File: src/noncacheable_region_pkg.sv
/*
 * constants for the non-cacheable region decoder: register indices,
 * field positions, size codes, reset values and bus answers.
 * assumes a 32-bit AXI4-Lite register bus and a 26-bit cpu address.
 */
`default_nettype none

package noncacheable_region_pkg;

	// ---------------------------------------------------------------
	// register indices (byte address is four times the index)
	// ---------------------------------------------------------------
	localparam logic [5:0] IDX_R1_BASE_LOW_SIZE = 6'h0C;
	localparam logic [5:0] IDX_R1_BASE_HIGH     = 6'h0D;
	localparam logic [5:0] IDX_R2_BASE_LOW_SIZE = 6'h0E;
	localparam logic [5:0] IDX_R2_BASE_HIGH     = 6'h0F;
	localparam logic [5:0] IDX_R3_BASE_LOW_SIZE = 6'h10;
	localparam logic [5:0] IDX_R3_BASE_HIGH     = 6'h11;
	localparam int         NUM_REGS             = 6;
	localparam int         NUM_REGIONS          = 3;

	// ---------------------------------------------------------------
	// field layout
	// ---------------------------------------------------------------
	localparam int         CPU_ADDR_W     = 26;
	localparam int         CMP_LSB        = 14;  // lowest compared line
	localparam int         CMP_W          = 12;  // lines 25..14
	localparam int         LOW_BASE_MSB   = 7;   // low reg bits 7..4
	localparam int         LOW_BASE_LSB   = 4;
	localparam int         SIZE_MSB       = 3;   // low reg bits 3..0
	localparam int         SIZE_LSB       = 0;
	localparam int         BUS_ADDR_W     = 8;
	localparam logic [7:0] REG_RESET      = 8'h00;

	// ---------------------------------------------------------------
	// size codes
	// ---------------------------------------------------------------
	localparam logic [3:0] SIZE_ALL_CACHEABLE = 4'h0;
	localparam logic [3:0] SIZE_LARGEST       = 4'hC; // 32M, line 25 only

	// ---------------------------------------------------------------
	// bus answers
	// ---------------------------------------------------------------
	localparam logic [1:0] RESP_OKAY   = 2'h0;
	localparam logic [1:0] RESP_SLVERR = 2'h2;

endpackage

`default_nettype wire

File: src/noncacheable_region_decoder.sv
/*
 * non-cacheable region decoder: three programmable regions, an
 * AXI4-Lite register slave, and a registered non-cacheable flag.
 * assumes cpu_addr is synchronous to aclk; flag follows one cycle later.
 */
// What this block does
// region 1 base lines 25..18 come from its high register bits 7..0
// region 2 base lines 17..14 come from its low register bits 7..4
// region 2 base lines 25..18 come from the register at index 0Fh
// region 3 base lines 17..14 come from its low register bits 7..4
// size code 0 means all cacheable; codes 13..15 disable caching
// codes 1..12 compare lines from 13+code up to 25, 16K to 32M
// region 1 base lines 17..14 and size sit in register 0Ch
// region 3 base lines 25..18 come from register 11h bits 7..0
// flag non-cacheable on any enabled region hit or any disable code
`timescale 1ns/1ps
`default_nettype none

module noncacheable_region_decoder (
	// clock and reset
	input  wire logic        aclk,
	input  wire logic        aresetn,
	// axi4-lite write address
	input  wire logic [7:0]  awaddr,
	input  wire logic [2:0]  awprot,
	input  wire logic        awvalid,
	output logic             awready,
	// axi4-lite write data
	input  wire logic [31:0] wdata,
	input  wire logic [3:0]  wstrb,
	input  wire logic        wvalid,
	output logic             wready,
	// axi4-lite write response
	output logic [1:0]       bresp,
	output logic             bvalid,
	input  wire logic        bready,
	// axi4-lite read address
	input  wire logic [7:0]  araddr,
	input  wire logic [2:0]  arprot,
	input  wire logic        arvalid,
	output logic             arready,
	// axi4-lite read data
	output logic [31:0]      rdata,
	output logic [1:0]       rresp,
	output logic             rvalid,
	input  wire logic        rready,
	// cpu address and cache controller
	input  wire logic [25:0] cpu_addr,
	output logic             non_cacheable
);

	// ---------------------------------------------------------------
	// state
	// ---------------------------------------------------------------
	logic [7:0] cfg          [noncacheable_region_pkg::NUM_REGS];
	logic [7:0] next_cfg     [noncacheable_region_pkg::NUM_REGS];
	logic       aw_held;
	logic       next_aw_held;
	logic       w_held;
	logic       next_w_held;
	logic [5:0] waddr_q;
	logic [5:0] next_waddr_q;
	logic [7:0] wbyte_q;
	logic [7:0] next_wbyte_q;
	logic       wlane_q;
	logic       next_wlane_q;
	logic       next_bvalid;
	logic [1:0] next_bresp;
	logic       next_rvalid;
	logic [1:0] next_rresp;
	logic [31:0] next_rdata;
	logic       next_non_cacheable;
	logic [2:0] region_hit;
	logic [2:0] region_disable;

	// slot of an index inside the register array, valid when mapped
	function automatic logic mapped(input logic [5:0] idx);
		mapped = (idx >= noncacheable_region_pkg::IDX_R1_BASE_LOW_SIZE) &&
			(idx <= noncacheable_region_pkg::IDX_R3_BASE_HIGH);
	endfunction

	function automatic logic [2:0] slot(input logic [5:0] idx);
		logic [5:0] diff;
		diff = idx - noncacheable_region_pkg::IDX_R1_BASE_LOW_SIZE;
		slot = diff[2:0];
	endfunction

	// ---------------------------------------------------------------
	// bus handshakes
	// ---------------------------------------------------------------
	// one write at a time: address and data wait here until both came
	assign awready = !aw_held && !bvalid;
	assign wready  = !w_held && !bvalid;
	assign arready = !rvalid;

	// ---------------------------------------------------------------
	// register file and bus slave
	// ---------------------------------------------------------------
	// next values for bus channel state and the configuration bytes
	always_comb begin
		for (int i = 0; i < noncacheable_region_pkg::NUM_REGS; i++) begin
			next_cfg[i] = cfg[i];
		end
		next_aw_held = aw_held;
		next_w_held  = w_held;
		next_waddr_q = waddr_q;
		next_wbyte_q = wbyte_q;
		next_wlane_q = wlane_q;
		next_bvalid  = bvalid;
		next_bresp   = bresp;
		next_rvalid  = rvalid;
		next_rresp   = rresp;
		next_rdata   = rdata;
		if (awvalid && awready) begin
			next_aw_held = 1'b1;
			next_waddr_q = awaddr[7:2];
		end
		if (wvalid && wready) begin
			next_w_held  = 1'b1;
			next_wbyte_q = wdata[7:0];
			next_wlane_q = wstrb[0];
		end
		// both halves present: commit and answer next cycle
		if (aw_held && w_held) begin
			next_aw_held = 1'b0;
			next_w_held  = 1'b0;
			next_bvalid  = 1'b1;
			if (mapped(waddr_q)) begin
				next_bresp = noncacheable_region_pkg::RESP_OKAY;
				if (wlane_q) begin // only lane 0 carries register bits
					next_cfg[slot(waddr_q)] = wbyte_q;
				end
			end else begin
				next_bresp = noncacheable_region_pkg::RESP_SLVERR;
			end
		end
		if (bvalid && bready) begin
			next_bvalid = 1'b0;
		end
		// reads answer one cycle after the address is taken
		if (arvalid && arready) begin
			next_rvalid = 1'b1;
			if (mapped(araddr[7:2])) begin
				next_rdata = {24'h000000, cfg[slot(araddr[7:2])]};
				next_rresp = noncacheable_region_pkg::RESP_OKAY;
			end else begin
				next_rdata = 32'h00000000;
				next_rresp = noncacheable_region_pkg::RESP_SLVERR;
			end
		end else if (rvalid && rready) begin
			next_rvalid = 1'b0;
		end
	end

	// register the bus slave and configuration state
	always_ff @(posedge aclk) begin
		if (!aresetn) begin
			for (int i = 0; i < noncacheable_region_pkg::NUM_REGS; i++) begin
				cfg[i] <= noncacheable_region_pkg::REG_RESET; // all cacheable
			end
			aw_held <= 1'b0;
			w_held  <= 1'b0;
			waddr_q <= 6'h00;
			wbyte_q <= 8'h00;
			wlane_q <= 1'b0;
			bvalid  <= 1'b0;
			bresp   <= noncacheable_region_pkg::RESP_OKAY;
			rvalid  <= 1'b0;
			rresp   <= noncacheable_region_pkg::RESP_OKAY;
			rdata   <= 32'h00000000;
		end else begin
			for (int i = 0; i < noncacheable_region_pkg::NUM_REGS; i++) begin
				cfg[i] <= next_cfg[i];
			end
			aw_held <= next_aw_held;
			w_held  <= next_w_held;
			waddr_q <= next_waddr_q;
			wbyte_q <= next_wbyte_q;
			wlane_q <= next_wlane_q;
			bvalid  <= next_bvalid;
			bresp   <= next_bresp;
			rvalid  <= next_rvalid;
			rresp   <= next_rresp;
			rdata   <= next_rdata;
		end
	end

	// ---------------------------------------------------------------
	// region compare
	// ---------------------------------------------------------------
	// each region is a low byte (base 17..14, size) then a high byte
	for (genvar r = 0; r < noncacheable_region_pkg::NUM_REGIONS;
		r++) begin : g_region
		logic [11:0] base;
		logic [11:0] cmp_mask;
		logic [3:0]  size;
		logic        enabled;
		assign size = cfg[2*r][noncacheable_region_pkg::SIZE_MSB:
			noncacheable_region_pkg::SIZE_LSB];
		assign base = {cfg[2*r+1], // lines 25..18
			cfg[2*r][noncacheable_region_pkg::LOW_BASE_MSB:
			noncacheable_region_pkg::LOW_BASE_LSB]};
		// line 14+j is compared once code <= j+1; code 12 keeps line 25
		for (genvar j = 0; j < noncacheable_region_pkg::CMP_W;
			j++) begin : g_bit
			assign cmp_mask[j] = ({1'b0, size} <= 5'(j + 1));
		end
		assign enabled = (size != noncacheable_region_pkg::SIZE_ALL_CACHEABLE)
			&& (size <= noncacheable_region_pkg::SIZE_LARGEST);
		assign region_hit[r] = enabled &&
			(((cpu_addr[25:14] ^ base) & cmp_mask) == 12'h000);
		assign region_disable[r] =
			(size > noncacheable_region_pkg::SIZE_LARGEST);
	end

	// ---------------------------------------------------------------
	// non-cacheable flag
	// ---------------------------------------------------------------
	// registered so the cache controller sees a glitch-free level
	always_comb begin
		next_non_cacheable = (|region_hit) || (|region_disable);
	end

	always_ff @(posedge aclk) begin
		if (!aresetn) begin
			non_cacheable <= 1'b0;
		end else begin
			non_cacheable <= next_non_cacheable;
		end
	end

endmodule // noncacheable_region_decoder

`default_nettype wire

File: config.mk
export PLATFORM = sky130hd
export DESIGN_NAME = noncacheable_region_decoder
export DESIGN_NICKNAME = d
export VERILOG_FILES = /design/src/noncacheable_region_pkg.sv /design/src/noncacheable_region_decoder.sv
export SDC_FILE = /design/constraint.sdc
export NUM_CORES = 1
export LEC_CHECK = 0
export ABC_AREA = 1
export BUFFER_PORTS_ARGS = -buffer_cell sky130_fd_sc_hd__clkbuf_2
export CORE_MARGIN = 2
export CORE_UTILIZATION = 50
export CTS_CLUSTER_DIAMETER = 50
export DETAILED_ROUTE_END_ITERATION = 7
export GPL_TIMING_DRIVEN = 0
export PLACE_DENSITY = 0.83
export SLEW_MARGIN = 20
export SYNTH_ARGS = -nofsm -noshare
export SYNTH_HDL_FRONTEND = slang
export SYNTH_SLANG_ARGS = --single-unit
File: constraint.sdc
create_clock -name aclk -period 3.5 [get_ports aclk]
set_clock_uncertainty 0.05 [all_clocks]
set_input_delay 0.7 -clock aclk [delete_from_list [all_inputs] [get_ports aclk]]
set_output_delay 0.7 -clock aclk [all_outputs]
set_load 0.05 [all_outputs]
==> results.toml <==
[floorplan]
core_um2 = 8636
die_area_um2 = 9576
io-pin-count = 133
rows = 34
die_width_um = 97.86
start_util = 0.5100
fp.dieH_um = 97.86

[critical_path]
crit_required_ns = 3.68
worst_setup_path_start_kind = "register"
crit_type = "reg2reg"
cp.arrival_ns = 2.14
cp-end-kind = "register"
critical_path.max_fanout = 9

[min_path]
hold_class = "reg2reg"

[global_routing]
grt_pass1_wl_um = 22650
grt_antenna_before_repair = 0
grtUsageTotal = 0.2993
gr-total-overflow = 0
grt_pass1_vias = 4353
grt_max_degree = 15

[synth]
yosysUniqueCellTypes = 29
synth_edf_count = 0
netlist_instances = 681
synthTopCellsByArea = "dfxtp_1 35%, nand2_1 17%, a21oi_1 8.1%"
ys_ff_latch = 78
yosys.area.top_type = "dfxtp_1"
post-synth-top-count-cell = "nand2_1"
synth_seq_area_share = 0.3545
synth-main-ff-cell = "dfxtp_1"
async_reset_ff_frac = 0
synth_top_cell_area_share = 0.3545
ys_warn_count = 0
syn_area_um2 = 4404
synth_common_cells = "194 x nand2_1, 78 x dfxtp_1, 76 x nor2_1"
avgSynthCellArea_um2 = 6.467

[detailed_routing]
wl_met2_um = 6418
drtPass1Iterations = 6
wl_per_cell_um = 16.10
wl_um = 14230
vias = 4856
top_layer_used = "met4"
ant_nets = 0
wl_met1_um = 6189
dr_wl_met3_um = 1092
drt_iter0_drc = 398
drc_errors = 0
avgViaCountPerCell = 5.493

[finish]
final_util = 0.5907
area_growth_pct = 15.82
regArea_um2 = 1562
finalNetCount = 862
drive_gt1_frac = 0.1430
multi_input_area_um2 = 2397
design_area_um2 = 5101
antennaDiodeCount = 0
fill_cells = 910

[timing]
whs_ns = 0.4099
fmax_ghz = 0.5091
rsz0062_at_grt = "no"
slew_viol_final = 0
fin_crit_ns = 1.964
maxSlewHeadroom = 0.5252
finalHoldViolCount = 0
worst_slew_pin_slew_ns = 0.7096
fin_tns_setup_ns = 0
fin_crit_sh = 0.5613
setup_viol = 0

[clocking]
holdBufCountCts = 0
cts.sinks = 78
cts-root-buf = "clkbuf_8"
cts_buffers = 9
post_cts_buffers = 0
cts_resized = 0
cts_tree = "built"
cts.htree.levels = 3
path_clk_slew_ns = 0.08
clock_latency_ns = 0.36
cts_buffer_depth = 2

[placed_design]
dpl_cell_area_um2 = 4903
dp_hpwl_um = 10930
numPortBuffers = 54
finalWeightedCongestion = 0.9981

[outcome]
status = "complete, no violations"

[pwr]
ir_worst_vdd_uv = 270.2
total_power_w = 0.002006
powerDensity_nw_per_um2 = 393.3
p_leak_nw = 2.197

[job]
drv_cap = 0
-- power breakdown --
group	leakage [nW]	internal (W)	total [W]	switching, W
logic	1.47	0.0000942	0.000353	0.000259
clock network	0.0895	0.000335	0.000697	0.000362
registers	0.633	0.000912	0.000956	0.0000442
total	2.20	0.00134	0.00201	0.000665
-- cell usage in the layout, fill, tap and decap left out, drive strengths merged --
| cell type | n |
|---|---|
| bufinv | 1 |
| o21ai | 36 |
| buf | 35 |
| nand4 | 44 |
| nor2 | 76 |
| clkinv | 3 |
| clkinvlp | 3 |
| or2 | 3 |
| xor2 | 2 |
| o21bai | 1 |
| inv | 54 |
| o21a | 1 |
| o211ai | 3 |
| nand3 | 46 |
| clkbuf | 81 |
| o221ai | 7 |
| o2111ai | 1 |
| nand2 | 194 |
| a211oi | 1 |
| nor3 | 3 |
| a21oi | 71 |
| dfxtp | 78 |
| conb | 26 |
| xnor2 | 6 |
-- metrics by stage --
step | setup WS, ns | std cells
final | 1.536 | 884
after global routing | 1.391 | 884
after detailed placement | 1.294 | 868
after global placement | 1.324 | 868
after floorplan | 1.469 | 706
after CTS | 1.580 | 884
-- layout make-up --
class | count | area share
plain buffers | 52 | 0.06524
well taps | 108 | 0.02649
multi-input cells | 521 | 0.4700
clock inverters | 6 | 0.01374
flip-flops and latches | 78 | 0.3061
clock buffers | 10 | 0.02502
repair buffers | 54 | 0.05298
inverters | 55 | 0.04047
-- final timing paths --
path	start	to	slack [ns]	cells after the start
worst max register to register	waddr_q[2]$_SDFFE_PN0P_	cfg[1][1]$_SDFFE_PN0P_	1.54	5
worst min register to register	waddr_q[5]$_SDFFE_PN0P_	waddr_q[5]$_SDFFE_PN0P_	0.41	2
worst max-delay path	waddr_q[2]$_SDFFE_PN0P_	cfg[1][1]$_SDFFE_PN0P_	1.54	5
worst min-delay path	waddr_q[5]$_SDFFE_PN0P_	waddr_q[5]$_SDFFE_PN0P_	0.41	2
-- registers in the layout, indices dropped and copies added (netlist names) --
name           cells
bresp              1
w_held             1
bvalid             1
wlane_q            1
rvalid             1
rresp              1
waddr_q            6
aw_held            1
rdata              8
cfg               48
non_cacheable      1
wbyte_q            8
-- per-layer routing --
metal / vias to the layer above / track usage
met1: 2194 / 0.4095
met3: 38 / 0.05154
met2: 232 / 0.4700
met4: 0 / 0.1218
met5: - / 0
li1: 2392 / -
-- critical path: stages, from the launching register on --
cell	delay, ns
dfxtp_1	0.40
nand2_1	0.09
nor2_1	0.55
nand3_1	0.48
nand2_1	0.18
a21oi_1	0.08
-- cell families after synthesis --
family	Yosys count	share of synthesized area
compound gates	121	0.1477
xor+xnor	8	0.01591
buf+inv	107	0.1224
flops	78	0.3545
other cells	1	0.0008515
simple gates	366	0.3585
Note: power is estimated with default switching activity, not from simulation.
